$ cat src/hw/csd_pkg.sv
package csd_pkg;
    // test mode select codes
    localparam logic [1:0] TMODE_SCAN     = 2'h0;
    localparam logic [1:0] TMODE_RSVD_A   = 2'h1;
    localparam logic [1:0] TMODE_RSVD_B   = 2'h2;
    localparam logic [1:0] TMODE_EMUL     = 2'h3;
    localparam logic [1:0] TMODE_RESET    = 2'h3;
    // boot select codes
    localparam logic [1:0] BOOT_EMUL      = 2'h0;
    localparam logic [1:0] BOOT_ROM8      = 2'h1;
    localparam logic [1:0] BOOT_ROM16     = 2'h2;
    localparam logic [1:0] BOOT_RSVD      = 2'h3;
    localparam logic [1:0] BOOT_RESET     = 2'h1;
    // endian select values
    localparam logic       ENDIAN_BIG     = 1'h0;
    localparam logic       ENDIAN_LITTLE  = 1'h1;
    localparam logic       ENDIAN_RESET   = 1'h1;
    // rom bus widths in bits
    localparam logic [4:0] ROM_WIDTH_8    = 5'h08;
    localparam logic [4:0] ROM_WIDTH_16   = 5'h10;
    // synchroniser depth
    localparam int         SYNC_STAGES    = 2;
    // strap vector field positions
    localparam int         STRAP_W        = 6;
    localparam int         POS_TMODE_LO   = 0;
    localparam int         POS_TMODE_HI   = 1;
    localparam int         POS_BOOT_LO    = 2;
    localparam int         POS_BOOT_HI    = 3;
    localparam int         POS_ENDIAN     = 4;
    localparam int         POS_FIX        = 5;
    // strap vector reset value
    localparam logic [5:0] STRAP_RESET    = 6'h37;
endpackage

$ cat src/hw/csd_strap_if.sv
`timescale 1ns/10ps
// synchronised strap vector between synchroniser and decoder
interface csd_strap_if;
    logic [csd_pkg::STRAP_W-1:0] straps;
    modport src (output straps);
    modport dst (input  straps);
endinterface

$ cat src/hw/csd_sync.sv
`timescale 1ns/10ps
module csd_sync #(
    parameter int STAGES = csd_pkg::SYNC_STAGES
) (
    // clock and reset
    input  wire logic                        clock_in,
    input  wire logic                        sys_rst_in,
    // raw pins
    input  wire logic [csd_pkg::STRAP_W-1:0] raw_in,
    // synchronised output
    csd_strap_if.src                         sync_out
);
    logic [csd_pkg::STRAP_W-1:0] stage_q [STAGES];

    // a single flop would let metastable values reach the decode
    if (STAGES < 2) begin
        $error("csd_sync needs at least two stages");
    end

    // synchroniser chain, first stage feeds only the second
    always_ff @(posedge clock_in) begin
        if (sys_rst_in) begin
            for (int i = 0; i < STAGES; i++) begin
                stage_q[i] <= csd_pkg::STRAP_RESET;
            end
        end else begin
            stage_q[0] <= raw_in;
            for (int i = 1; i < STAGES; i++) begin
                stage_q[i] <= stage_q[i-1];
            end
        end
    end

    assign sync_out.straps = stage_q[STAGES-1];
endmodule

$ cat src/hw/csd_top.sv
`timescale 1ns/10ps
// Operation
// - test code 11 gives emulation, default
// - test code 00 boundary scan; 01/10 reserved
// - functional operation in scan or emulation
// - boot 01 rom 8-bit; 00 emulation
// - boot 10 rom 16-bit on space one
// - endian strap 0 selects big endian
// - endian strap 1 selects little endian
module csd_top (
    // clock and reset
    input  wire logic       clock_in,
    input  wire logic       sys_rst_in,
    // strap pins
    input  wire logic       test_mode_sel_hi_in,
    input  wire logic       test_mode_sel_lo_in,
    input  wire logic       boot_sel_hi_in,
    input  wire logic       boot_sel_lo_in,
    input  wire logic       endian_sel_in,
    input  wire logic       ext_bus_big_endian_fix_in,
    // test mode decode
    output logic [1:0]      test_mode_out,
    output logic            boundary_scan_out,
    output logic            emulation_out,
    output logic            functional_out,
    output logic            test_mode_rsvd_out,
    // boot decode
    output logic [1:0]      boot_mode_out,
    output logic            boot_emul_out,
    output logic            boot_rom_out,
    output logic [4:0]      boot_rom_width_out,
    output logic            boot_rsvd_out,
    // endian decode
    output logic            big_endian_out,
    output logic            endian_fix_err_out,
    // capture status
    output logic            config_valid_out
);
    // synchronised strap vector from the pin synchroniser
    csd_strap_if sync_if ();

    // capture control
    logic                        cap_pend_q;
    logic                        valid_q;
    logic [3:0]                  fill_q;
    logic                        sync_fill_done;
    logic                        cap_fire;
    // held strap vector and the pin vector feeding the chain
    logic [csd_pkg::STRAP_W-1:0] cap_q;
    logic [csd_pkg::STRAP_W-1:0] raw_vec;
    // fields of the held vector
    logic [1:0]                  tmode;
    logic [1:0]                  bmode;
    logic                        endian;
    logic                        fix;
    // decoded values ahead of the output flops
    logic                        tmode_scan;
    logic                        tmode_emul;
    logic                        tmode_rsvd;
    logic                        tmode_func;
    logic                        boot_emul;
    logic                        boot_rom;
    logic                        boot_rsvd;
    logic [4:0]                  boot_width;
    logic                        endian_big;
    logic                        fix_err;

    // fill counter is four bits wide; the chain needs two flops
    if (csd_pkg::SYNC_STAGES < 2 || csd_pkg::SYNC_STAGES > 15) begin
        $error("csd_top needs a synchroniser depth of 2 to 15");
    end

    // gather pins into one vector
    assign raw_vec[csd_pkg::POS_TMODE_LO] = test_mode_sel_lo_in;
    assign raw_vec[csd_pkg::POS_TMODE_HI] = test_mode_sel_hi_in;
    assign raw_vec[csd_pkg::POS_BOOT_LO]  = boot_sel_lo_in;
    assign raw_vec[csd_pkg::POS_BOOT_HI]  = boot_sel_hi_in;
    assign raw_vec[csd_pkg::POS_ENDIAN]   = endian_sel_in;
    assign raw_vec[csd_pkg::POS_FIX]      = ext_bus_big_endian_fix_in;

    csd_sync #(
        .STAGES (csd_pkg::SYNC_STAGES)
    ) u_sync (
        .clock_in   (clock_in),
        .sys_rst_in (sys_rst_in),
        .raw_in     (raw_vec),
        .sync_out   (sync_if)
    );

    // boot width lookup
    function automatic logic [4:0] rom_width(input logic [1:0] code);
        case (code)
            csd_pkg::BOOT_ROM8:  rom_width = csd_pkg::ROM_WIDTH_8;
            csd_pkg::BOOT_ROM16: rom_width = csd_pkg::ROM_WIDTH_16;
            default:             rom_width = 5'h00;
        endcase
    endfunction

    // test codes that leave the device in functional operation
    function automatic logic tmode_is_func(input logic [1:0] code);
        tmode_is_func = (code == csd_pkg::TMODE_SCAN) || (code == csd_pkg::TMODE_EMUL);
    endfunction

    // reserved test codes, flagged only
    function automatic logic tmode_is_rsvd(input logic [1:0] code);
        tmode_is_rsvd = (code == csd_pkg::TMODE_RSVD_A) || (code == csd_pkg::TMODE_RSVD_B);
    endfunction

    // both rom boot codes
    function automatic logic boot_is_rom(input logic [1:0] code);
        boot_is_rom = (code == csd_pkg::BOOT_ROM8) || (code == csd_pkg::BOOT_ROM16);
    endfunction

    // fill counter covering the synchroniser depth after release
    // pins seen before release never reach the capture register
    assign sync_fill_done = (fill_q == 4'(csd_pkg::SYNC_STAGES));

    always_ff @(posedge clock_in) begin
        if (sys_rst_in) begin
            fill_q <= 4'h0;
        end else if (!sync_fill_done) begin
            fill_q <= fill_q + 4'h1;
        end
    end

    // capture after release, on the edge after the fill count is reached
    // one capture per reset, once the chain holds post-release pins
    assign cap_fire = cap_pend_q && sync_fill_done;

    // capture handshake state
    always_ff @(posedge clock_in) begin
        if (sys_rst_in) begin
            cap_pend_q <= 1'b1;
            valid_q    <= 1'b0;
        end else if (cap_fire) begin
            cap_pend_q <= 1'b0;
            valid_q    <= 1'b1;
        end
    end

    // held strap vector
    // later pin changes are ignored until the next reset
    always_ff @(posedge clock_in) begin
        if (sys_rst_in) begin
            cap_q <= csd_pkg::STRAP_RESET;
        end else if (cap_fire) begin
            cap_q <= sync_if.straps;
        end
    end

    // field extraction from held straps; hi pin is the code msb
    assign tmode  = {cap_q[csd_pkg::POS_TMODE_HI], cap_q[csd_pkg::POS_TMODE_LO]};
    assign bmode  = {cap_q[csd_pkg::POS_BOOT_HI], cap_q[csd_pkg::POS_BOOT_LO]};
    assign endian = cap_q[csd_pkg::POS_ENDIAN];
    assign fix    = cap_q[csd_pkg::POS_FIX];

    assign tmode_emul = (tmode == csd_pkg::TMODE_EMUL);

    assign tmode_scan = (tmode == csd_pkg::TMODE_SCAN);
    assign tmode_rsvd = tmode_is_rsvd(tmode);

    // functional in both modes
    // held low until the capture has completed
    assign tmode_func = valid_q && tmode_is_func(tmode);

    assign boot_emul  = (bmode == csd_pkg::BOOT_EMUL);

    assign boot_rom   = boot_is_rom(bmode);
    assign boot_width = rom_width(bmode);

    assign boot_rsvd  = (bmode == csd_pkg::BOOT_RSVD);

    assign endian_big = (endian == csd_pkg::ENDIAN_BIG);

    // correctness strap check
    // flags a board that leaves the strap high in big endian
    assign fix_err    = endian_big && fix;

    // registered test mode outputs
    always_ff @(posedge clock_in) begin
        if (sys_rst_in) begin
            test_mode_out      <= csd_pkg::TMODE_RESET;
            boundary_scan_out  <= 1'b0;
            emulation_out      <= 1'b1;
            functional_out     <= 1'b0;
            test_mode_rsvd_out <= 1'b0;
        end else begin
            test_mode_out      <= tmode;
            boundary_scan_out  <= tmode_scan;
            emulation_out      <= tmode_emul;
            functional_out     <= tmode_func;
            test_mode_rsvd_out <= tmode_rsvd;
        end
    end

    // registered boot outputs
    always_ff @(posedge clock_in) begin
        if (sys_rst_in) begin
            boot_mode_out      <= csd_pkg::BOOT_RESET;
            boot_emul_out      <= 1'b0;
            boot_rom_out       <= 1'b1;
            boot_rom_width_out <= csd_pkg::ROM_WIDTH_8;
            boot_rsvd_out      <= 1'b0;
        end else begin
            boot_mode_out      <= bmode;
            boot_emul_out      <= boot_emul;
            boot_rom_out       <= boot_rom;
            boot_rom_width_out <= boot_width;
            boot_rsvd_out      <= boot_rsvd;
        end
    end

    // registered endian outputs, little endian out of reset
    always_ff @(posedge clock_in) begin
        if (sys_rst_in) begin
            big_endian_out     <= 1'b0;
            endian_fix_err_out <= 1'b0;
        end else begin
            big_endian_out     <= endian_big;
            endian_fix_err_out <= fix_err;
        end
    end

    // capture status, one edge behind the capture
    always_ff @(posedge clock_in) begin
        if (sys_rst_in) begin
            config_valid_out <= 1'b0;
        end else begin
            config_valid_out <= valid_q;
        end
    end
endmodule

$ cat config.mk
export PLATFORM = sky130hd
export DESIGN_NAME = csd_top
export DESIGN_NICKNAME = d
export VERILOG_FILES = /design/src/hw/csd_pkg.sv /design/src/hw/csd_strap_if.sv /design/src/hw/csd_sync.sv /design/src/hw/csd_top.sv
export SDC_FILE = /design/constraint.sdc
export NUM_CORES = 1
export LEC_CHECK = 0
export BUFFER_PORTS_ARGS = -buffer_cell sky130_fd_sc_hd__buf_4
export CAP_MARGIN = 20
export CELL_PAD_IN_SITES_DETAIL_PLACEMENT = 1
export CELL_PAD_IN_SITES_GLOBAL_PLACEMENT = 2
export CORE_MARGIN = 4
export CORE_UTILIZATION = 35
export DETAILED_ROUTE_END_ITERATION = 10
export HOLD_SLACK_MARGIN = 0.05
export PLACE_DENSITY = 0.9
export SYNTH_ARGS = -nofsm -noshare
export SYNTH_HDL_FRONTEND = slang
export SYNTH_SLANG_ARGS = --single-unit
$ cat constraint.sdc
create_clock -name clock_in -period 1.9 [get_ports clock_in]
set_input_delay 0 -clock clock_in [delete_from_list [all_inputs] [get_ports clock_in]]
set_output_delay 0 -clock clock_in [all_outputs]
set_load 0.005 [all_outputs]
==> flow_summary.json, run 1 <==
{
  "post_cts_buffers": 0,
  "fmax_mhz": 647,
  "drc_errors": 0,
  "grt_usage_pct": 10.5,
  "setup-tns-final_ns": 0,
  "ys_async_sr_fraction_pct": 0,
  "fillers": 400,
  "grt_pass1_wl_um": 3840,
  "drive_gt1_share_pct": 29.4,
  "clock_latency_ns": 0.29,
  "antenna_left": 0,
  "drt-initial-drc-count": 22,
  "slew_viol_final": 0,
  "ioPinCount": 27,
  "hold_class": "in2reg",
  "comb_power_share_pct": 13.5,
  "synth-seq-cells": 40,
  "grt_start_max_net_pins": 41,
  "cts_tree": "built",
  "yosysUniqueCellTypes": 24,
  "cp-end-kind": "register",
  "period_share_pct": 81.3,
  "worstPathArrival_ns": 1.70,
  "ir_worst_vdd_uv": 454,
  "rows": 21,
  "nets": 168,
  "gp_congestion": 0.665,
  "vias": 847,
  "seqPwrFrac_pct": 51.1,
  "hold_violations": 0,
  "drv_cap": 0,
  "p_switching_w": 0.000444,
  "ys.warnings.count": 0,
  "grt_pass1_vias": 867,
  "cts_max_level": 2,
  "drtPass1Iterations": 4,
  "syn_inst": 122,
  "wirelength_um": 2250,
  "coreArea_um2": 3470,
  "avgViaCountPerCell": 4.26,
  "numCtsBuffers": 5,
  "post_dp_cell_area_um2": 1510,
  "crit_type": "reg2reg",
  "p_int_w": 0.00143,
  "setup_viol": 0,
  "antenna_found_initial": 0,
  "met2_usage_pct": 17.2,
  "dieHeight_um": 69.3,
  "clkTransAtPathRegs_ns": 0.07,
  "cts_sinks": 40,
  "io_buffers": 23,
  "hold_buffers": 6,
  "reg2reg_setup_slack_ns": 0.35,
  "fp.dieW_um": 69.3,
  "instances_no_fill": 199,
  "critPathMaxFanout": 12,
  "busiest_layer": "met2",
  "wire_per_inst_um": 11.3,
  "p_leak_nw": 0.736,
  "p_clk_share_pct": 35.4,
  "areaGrowthSynthToFinish_pct": 27.6,
  "ys.flop_type": "dfxtp_1",
  "met3_usage_pct": 5.22,
  "die-area_um2": 4800,
  "switching_share_pct": 23.7,
  "gr-usage-met1_pct": 9.81,
  "dp_hpwl_um": 1500,
  "gr-total-overflow": 0,
  "clock_path_buffers": 2,
  "fin_skew_ns": 0.00284,
  "rsz0062_at_grt": "false",
  "final_area_um2": 1680,
  "antenna_cells": 0,
  "synthTopCellsByArea": "dfxtp_1, ha_1, or2_2, nor2b_1, nor2_1",
  "crit_required_ns": 2.06,
  "syn-cell-area_um2": 1310,
  "synth_top_area_share_pct": 61.0,
  "syn_area_per_cell_um2": 10.8,
  "cp-start-kind": "register",
  "cellPowerDensity_nw_per_um2": 1120,
  "root_buffer": "clkbuf_8",
  "status": "finished, final reports clean",
  "yosysMostFrequentCell": "dfxtp_1",
  "synth-seq-area-share_pct": 61.0,
  "total_power_w": 0.00188,
  "synth-edff-count": 0,
  "start_util_pct": 37.9,
  "netlist.top_cell.by_area": "dfxtp_1",
  "min_period_ns": 1.55,
  "cts_resized": 0,
  "synthTopCellsByCount": "dfxtp_1, or2_2, nor2_1, inv_1, ha_1",
  "dp_cells": 185
}
per-layer routing:
layer / wire [µm] / part of all wire, %
met3: 140 / 6.2
met4: 83 / 3.7
met5: 0 / 0
met1: 907 / 40
met2: 1120 / 50
sequential cells by signal, indices dropped and copies added (netlist names), 2 cells and up:
name                cells
u_sync.stage_q         12
test_mode_out           2
cap_q                   6
boot_rom_width_out      2
fill_q                  4
boot_mode_out           2
power groups by stage:
stage / Sequential [W] / Combinational [W] / Clock, W
after global routing: 0.000966 / 0.000289 / 0.000719
after global placement: 0.000971 / 0.000231 / 0
after floorplan: 0.000969 / 0.000182 / 0
final: 0.000958 / 0.000254 / 0.000665
after CTS: 0.000958 / 0.000260 / 0.000685
after detailed placement: 0.000977 / 0.000247 / 0
logic make-up (layout without fill, tap and decap cells):
group,Yosys count,in the layout,synth area share [%]
multiplexers,1,1,0.762
other,1,3,0.285
flip-flops,40,40,61.0
adder cells (fa/ha/maj),8,8,7.62
XOR/XNOR,2,2,1.33
AND/OR/NAND/NOR,44,44,19.0
AO/OA/AOI/OAI,9,9,4.19
buffers and inverters,17,46,5.81
metrics by stage:
step                setup slack (ns)  hold WS [ns]  utilization (%)
floorplan                      0.657         0.104                -
global placement               0.486         0.185             43.5
detailed placement             0.408         0.187             43.5
CTS                            0.295        0.0790             48.3
global route                   0.159        0.0987             48.3
finish                         0.355        0.0816             48.3
final cells by class:
type | count | area, µm² | area share (%)
clock buffers | 6 | 72.6 | 4.33
clock inverters | 2 | 35.0 | 2.09
inverters | 9 | 33.8 | 2.01
multi-input cells | 67 | 444 | 26.5
flip-flops and latches | 40 | 801 | 47.8
well taps | 46 | 57.6 | 3.43
repair buffers | 29 | 233 | 13.9
worst paths after layout:
path | from | to | cells after the start
min reg2reg | u_sync.stage_q[0][1]$_SDFF_PP1_ | u_sync.stage_q[1][1]$_SDFF_PP1_ | 1
min | sys_rst_in | config_valid_out$_SDFF_PP0_ | 2
max | fill_q[0]$_SDFFE_PP0P_ | cap_q[1]$_SDFFE_PP1P_ | 5
max reg2reg | fill_q[0]$_SDFFE_PP0P_ | cap_q[1]$_SDFFE_PP1P_ | 5
cell usage in the layout (no fill, tap or decap):
| cell type | Yosys | final |
|---|---|---|
| dfxtp_1 | 40 | 40 |
| buf_4 | 3 | 23 |
| or2_2 | 13 | 13 |
| nor2_1 | 11 | 11 |
| inv_1 | 9 | 9 |
| ha_1 | 8 | 8 |
| a21oi_1 | 7 | 7 |
| nor2b_1 | 7 | 7 |
| nor3_1 | 6 | 6 |
| dlygate4sd3_1 | 0 | 6 |
| clkbuf_8 | 0 | 5 |
| conb_1 | 1 | 3 |
| nand2b_1 | 2 | 2 |
| or3b_4 | 1 | 1 |
| a211oi_2 | 1 | 1 |
| xnor2_1 | 1 | 1 |
| nand4bb_1 | 1 | 1 |
| mux2i_1 | 1 | 1 |
| nand3b_1 | 1 | 1 |
| nand3_1 | 1 | 1 |
| xor2_1 | 1 | 1 |
| a21o_1 | 1 | 1 |
| and2_1 | 1 | 1 |
| clkinv_2 | 0 | 1 |
| bufinv_16 | 0 | 1 |
| clkbuf_1 | 3 | 1 |
critical path, cell delays in order (launching register included):
cell,delay [ns]
dfxtp_1,0.34
inv_1,0.08
ha_1,0.18
nand4bb_1,0.41
nor3_1,0.33
a21oi_1,0.07
(Power assumes the default switching activity.)
==> run 2, diff against run 1 <==
--- a/config.mk
+++ b/config.mk
@@ -10,10 +10,10 @@
 export CELL_PAD_IN_SITES_DETAIL_PLACEMENT = 1
 export CELL_PAD_IN_SITES_GLOBAL_PLACEMENT = 2
 export CORE_MARGIN = 4
-export CORE_UTILIZATION = 35
+export CORE_UTILIZATION = 30
 export DETAILED_ROUTE_END_ITERATION = 10
 export HOLD_SLACK_MARGIN = 0.05
-export PLACE_DENSITY = 0.9
+export PLACE_DENSITY = 0.83
 export SYNTH_ARGS = -nofsm -noshare
 export SYNTH_HDL_FRONTEND = slang
 export SYNTH_SLANG_ARGS = --single-unit
==> constraint.sdc (replaced) <==
create_clock -name clock_in -period 1.4 [get_ports clock_in]
set_input_delay 0 -clock clock_in [delete_from_list [all_inputs] [get_ports clock_in]]
set_output_delay 0 -clock clock_in [all_outputs]
set_load 0.005 [all_outputs]
==> flow_summary.json, run 2 (synthesized netlist as in run 1, its figures left out) <==
{
  "status": "finished, final reports clean",
  "p_leak_nw": 0.760,
  "grt_usage_pct": 9.61,
  "clock_latency_ns": 0.29,
  "grt_pass1_vias": 834,
  "reg2reg_from": "fill_q[0]$_SDFFE_PP0P_",
  "p_clk_share_pct": 36.2,
  "gp_congestion": 0.610,
  "clock_path_buffers": 2,
  "worstRegToRegCells": 5,
  "dp_cells": 190,
  "antenna_cells": 0,
  "final_core_util_pct": 42.0,
  "switching_share_pct": 24.0,
  "p_switching_w": 0.000647,
  "rr_endpoint": "fill_q[1]$_SDFFE_PP0P_",
  "hold_violations": 0,
  "slew_viol_final": 0,
  "fp.dieW_um": 74.2,
  "grt_start_max_net_pins": 41,
  "comb_power_share_pct": 15.2,
  "fmax_mhz": 735,
  "cts_sinks": 40,
  "crit_chain": "inv_1, ha_1, or3b_4, nor2_1, a211oi_2",
  "drv_cap": 0,
  "avgViaCountPerCell": 4.19,
  "fin_skew_ns": 0.00839,
  "cp-end-kind": "register",
  "numCtsBuffers": 5,
  "start_util_pct": 31.9,
  "dieHeight_um": 74.2,
  "cts_tree": "built",
  "rows": 23,
  "pre_cts_ws_ns": 0.0281,
  "drt-initial-drc-count": 45,
  "vias": 859,
  "antenna_left": 0,
  "hold_path_depth": 2,
  "drive_gt1_share_pct": 32.9,
  "ioPinCount": 27,
  "wire_per_inst_um": 11.7,
  "period_share_pct": 97.2,
  "reg.largest.list": "u_sync.stage_q: 12 flops, cap_q: 6 flops, fill_q: 4 flops",
  "root_buffer": "clkbuf_8",
  "instances_no_fill": 205,
  "die-area_um2": 5500,
  "cp-start-kind": "register",
  "critPathSlowestCell": "or3b_4",
  "gr-total-overflow": 0,
  "min_period_ns": 1.36,
  "dp_hpwl_um": 1590,
  "final_common_cell": "dfxtp_1",
  "critPathMaxFanout": 4,
  "critical_path.max_stage_delay_ns": 0.43,
  "p_int_w": 0.00205,
  "grt_pass1_wl_um": 3810,
  "clkTransAtPathRegs_ns": 0.07,
  "hold_class": "in2reg",
  "timing.final.ws_setup_ns": 0.0394,
  "drtPass1Iterations": 4,
  "reg2reg_setup_slack_ns": 0.04,
  "crit_type": "reg2reg",
  "crit_required_ns": 1.56,
  "regMostFlops": "u_sync.stage_q",
  "cts_max_level": 2,
  "worstPathArrival_ns": 1.52,
  "wirelength_um": 2400,
  "ir_worst_vdd_uv": 517,
  "hp-start": "sys_rst_in",
  "setup_viol": 0,
  "cellPowerDensity_nw_per_um2": 1560,
  "areaGrowthSynthToFinish_pct": 31.5,
  "nets": 170,
  "coreArea_um2": 4120,
  "largest_register_ffs": 12,
  "seqPwrFrac_pct": 48.7,
  "hold_path_end": "boot_mode_out[1]$_SDFF_PP0_",
  "final_cell_mix": "dfxtp_1, buf_4, or2_2, nor2_1, inv_1",
  "antenna_found_initial": 0,
  "drc_errors": 0,
  "io_buffers": 23
}
[run 2: power groups by stage]
stage	sequential [W]	clock [W]	combinational (W)
after floorplan	0.00131	0	0.000247
after global placement	0.00132	0	0.000327
after detailed placement	0.00133	0	0.000353
after CTS	0.00130	0.00101	0.000375
after global routing	0.00132	0.00104	0.000455
final	0.00131	0.000974	0.000409
[run 2: how the worst max path moves through the flow]
stage,start,endpoint,depth (start not counted)
floorplan,fill_q[0]$_SDFFE_PP0P_,fill_q[0]$_SDFFE_PP0P_,5
CTS,fill_q[0]$_SDFFE_PP0P_,fill_q[0]$_SDFFE_PP0P_,5
detailed placement,fill_q[0]$_SDFFE_PP0P_,fill_q[0]$_SDFFE_PP0P_,5
global route,fill_q[0]$_SDFFE_PP0P_,fill_q[0]$_SDFFE_PP0P_,5
finish,fill_q[0]$_SDFFE_PP0P_,fill_q[1]$_SDFFE_PP0P_,5
global placement,fill_q[0]$_SDFFE_PP0P_,fill_q[0]$_SDFFE_PP0P_,5
[run 2: layer usage]
metal | track usage, % | vias up | routed length (µm)
li1 | - | 437 | -
met1 | 9.44 | 399 | 991
met2 | 17.1 | 21 | 1220
met3 | 3.78 | 2 | 146
met4 | 5.43 | 0 | 38
met5 | 0 | - | 0
[run 2: worst max-delay path, delay by kind of cell (launching register included)]
family                   cells  cell delay, ns
AO/OA/AOI/OAI                1            0.06
adder cells (fa/ha/maj)      1            0.19
buffers and inverters        1            0.07
flip-flops                   1            0.35
AND/OR/NAND/NOR              2            0.56
[run 2: timing repair]
item / CTS / global route
setup endpoints to repair: 0 / 5
endpoints found under the hold margin: 6 / 0
resized for setup: 0 / 4
setup buffers: 0 / 1
hold buffers: 6 / 0
[run 2: per-stage QoR]
step | cell area (µm²) | hold WS, ns | total power (W) | TNS (ns)
2_1_floorplan | 1320 | 0.104 | 0.00156 | 0
3_3_place_gp | 1520 | 0.186 | 0.00165 | 0
3_5_place_dp | 1520 | 0.190 | 0.00168 | 0
4_1_cts | 1700 | 0.0914 | 0.00268 | 0
5_1_grt | 1730 | 0.131 | 0.00282 | -0.00203
6_report | 1730 | 0.0994 | 0.00270 | 0
[run 2: cell type report]
cell class	instances	area, µm²
inverter	9	33.8
sequential	40	802
fill	467	2390
multi-input combinational	67	457
timing repair buffer	31	251
clock inverter	2	38.8
tap	50	62.6
clock buffer	6	82.6
==> run 3, diff against run 2 <==
--- a/config.mk
+++ b/config.mk
@@ -13,7 +13,7 @@
 export CORE_UTILIZATION = 30
 export DETAILED_ROUTE_END_ITERATION = 10
 export HOLD_SLACK_MARGIN = 0.05
-export PLACE_DENSITY = 0.83
+export PLACE_DENSITY = 0.79
 export SYNTH_ARGS = -nofsm -noshare
 export SYNTH_HDL_FRONTEND = slang
 export SYNTH_SLANG_ARGS = --single-unit
==> flow_summary.json, run 3 (synthesized netlist as in run 1, its figures left out) <==
{
  "status": "finished, final reports clean",
  "switching_share_pct": 24.7,
  "drv_cap": 0,
  "critPathMaxFanout": 4,
  "wirelength_um": 2290,
  "cellPowerDensity_nw_per_um2": 1490,
  "fp.dieW_um": 74.2,
  "start_util_pct": 31.9,
  "wire_per_inst_um": 11.2,
  "grt_usage_pct": 9.03,
  "drtPass1Iterations": 3,
  "grt_pass1_wl_um": 3840,
  "cts_tree": "built",
  "clock_path_buffers": 2,
  "multi_input_area_um2": 488,
  "setup_viol": 0,
  "dp_hpwl_um": 1520,
  "drt-initial-drc-count": 46,
  "rows": 23,
  "slew_viol_final": 0,
  "cp-start-kind": "register",
  "ioPinCount": 27,
  "final_cell_mix": "dfxtp_1, buf_4, or2_2, nor2_1, inv_1",
  "fillers": 459,
  "antenna_cells": 0,
  "post_dp_cell_area_um2": 1520,
  "largest_register_ffs": 12,
  "io_buffers": 23,
  "worstPathArrival_ns": 1.48,
  "hold_path_end": "config_valid_out$_SDFF_PP0_",
  "grt_pass1_vias": 913,
  "reg2reg_setup_slack_ns": 0.07,
  "min_period_ns": 1.33,
  "numCtsBuffers": 5,
  "pre_cts_ws_ns": 0.0262,
  "hold_violations": 0,
  "cp-end-kind": "register",
  "clock_latency_ns": 0.28,
  "drc_errors": 0,
  "root_buffer": "clkbuf_8",
  "seqCellArea_um2": 803,
  "p_clk_share_pct": 30.7,
  "p_switching_w": 0.000638,
  "period_share_pct": 94.7,
  "coreArea_um2": 4120,
  "final_area_um2": 1730,
  "dieHeight_um": 74.2,
  "grt_start_max_net_pins": 41,
  "timing.final.ws_setup_ns": 0.0745,
  "rsz0062_at_grt": "false",
  "reg2reg_from": "fill_q[0]$_SDFFE_PP0P_",
  "areaGrowthSynthToFinish_pct": 31.9,
  "nets": 170,
  "crit_required_ns": 1.56,
  "clkTransAtPathRegs_ns": 0.07,
  "cts_sinks": 40,
  "regMostFlops": "u_sync.stage_q",
  "p_int_w": 0.00194,
  "avgViaCountPerCell": 4.14,
  "worstRegToRegCells": 5,
  "setup-tns-final_ns": 0,
  "comb_power_share_pct": 17.8,
  "p_leak_nw": 0.748,
  "rr_endpoint": "fill_q[0]$_SDFFE_PP0P_",
  "drive_gt1_share_pct": 35.7,
  "reg.largest.list": "u_sync.stage_q: 12 flops, cap_q: 6 flops, fill_q: 4 flops",
  "hold_path_depth": 2,
  "fin_skew_ns": 0.00261,
  "final_common_cell": "dfxtp_1",
  "fmax_mhz": 754,
  "hp-start": "sys_rst_in",
  "antenna_left": 0,
  "cts_max_level": 2,
  "ir_worst_vdd_uv": 648,
  "gp_congestion": 0.598,
  "gr-total-overflow": 0,
  "seqPwrFrac_pct": 51.4,
  "antenna_found_initial": 0,
  "die-area_um2": 5500,
  "crit_type": "reg2reg",
  "vias": 845,
  "hold_class": "in2reg"
}
run 3: area by class of cell:
| class | count | share of cell area (%) |
|---|---|---|
| Tap cell | 50 | 3.61 |
| Sequential cell | 40 | 46.4 |
| Clock buffer | 7 | 5.56 |
| Timing Repair Buffer | 31 | 14.4 |
| Multi-Input combinational cell | 67 | 28.2 |
| Inverter | 9 | 1.95 |
run 3: timing repair:
item                       CTS  global route
setup endpoints to repair    0             7
hold endpoints to repair     6             0
resized for setup            0            10
hold buffers                 6             0
buffers inserted             0             0
run 3: routing by layer:
metal / wire, µm / track usage, % / vias to the layer above / share of wire (%)
li1: - / - / 439 / -
met1: 978 / 9.71 / 379 / 43
met2: 1130 / 15.7 / 22 / 49
met3: 144 / 3.24 / 5 / 6.3
met4: 46 / 4.23 / 0 / 2.0
met5: 0 / 0 / - / 0
run 3: worst max path at each step:
stage	startpoint	cells after the start	end
floorplan	fill_q[0]$_SDFFE_PP0P_	5	fill_q[0]$_SDFFE_PP0P_
global placement	fill_q[0]$_SDFFE_PP0P_	5	fill_q[0]$_SDFFE_PP0P_
detailed placement	fill_q[0]$_SDFFE_PP0P_	5	fill_q[0]$_SDFFE_PP0P_
CTS	fill_q[0]$_SDFFE_PP0P_	5	fill_q[0]$_SDFFE_PP0P_
global route	fill_q[0]$_SDFFE_PP0P_	5	fill_q[0]$_SDFFE_PP0P_
finish	fill_q[0]$_SDFFE_PP0P_	5	fill_q[0]$_SDFFE_PP0P_
run 3: critical path: stages (launching register included):
cell	delay, ns
dfxtp_2	0.35
inv_2	0.08
ha_4	0.16
or3b_4	0.42
xnor2_2	0.13
nor2_1	0.06
run 3: power by group through the flow:
stage	combinational, W	clock (W)	sequential, W
3_3_place_gp	0.000330	0	0.00132
5_1_grt	0.000517	0.000867	0.00134
4_1_cts	0.000374	0.000821	0.00130
6_report	0.000460	0.000793	0.00133
2_1_floorplan	0.000247	0	0.00131
3_5_place_dp	0.000357	0	0.00133
run 3: metrics by stage:
| step | cells | hold slack [ns] | power, W | util [%] |
|---|---|---|---|---|
| after floorplan | 124 | 0.104 | 0.00156 | - |
| after global placement | 190 | 0.185 | 0.00165 | 37.0 |
| after detailed placement | 190 | 0.188 | 0.00169 | 37.0 |
| after CTS | 203 | 0.113 | 0.00250 | 40.8 |
| after global routing | 204 | 0.138 | 0.00273 | 42.1 |
| final | 204 | 0.110 | 0.00258 | 42.1 |
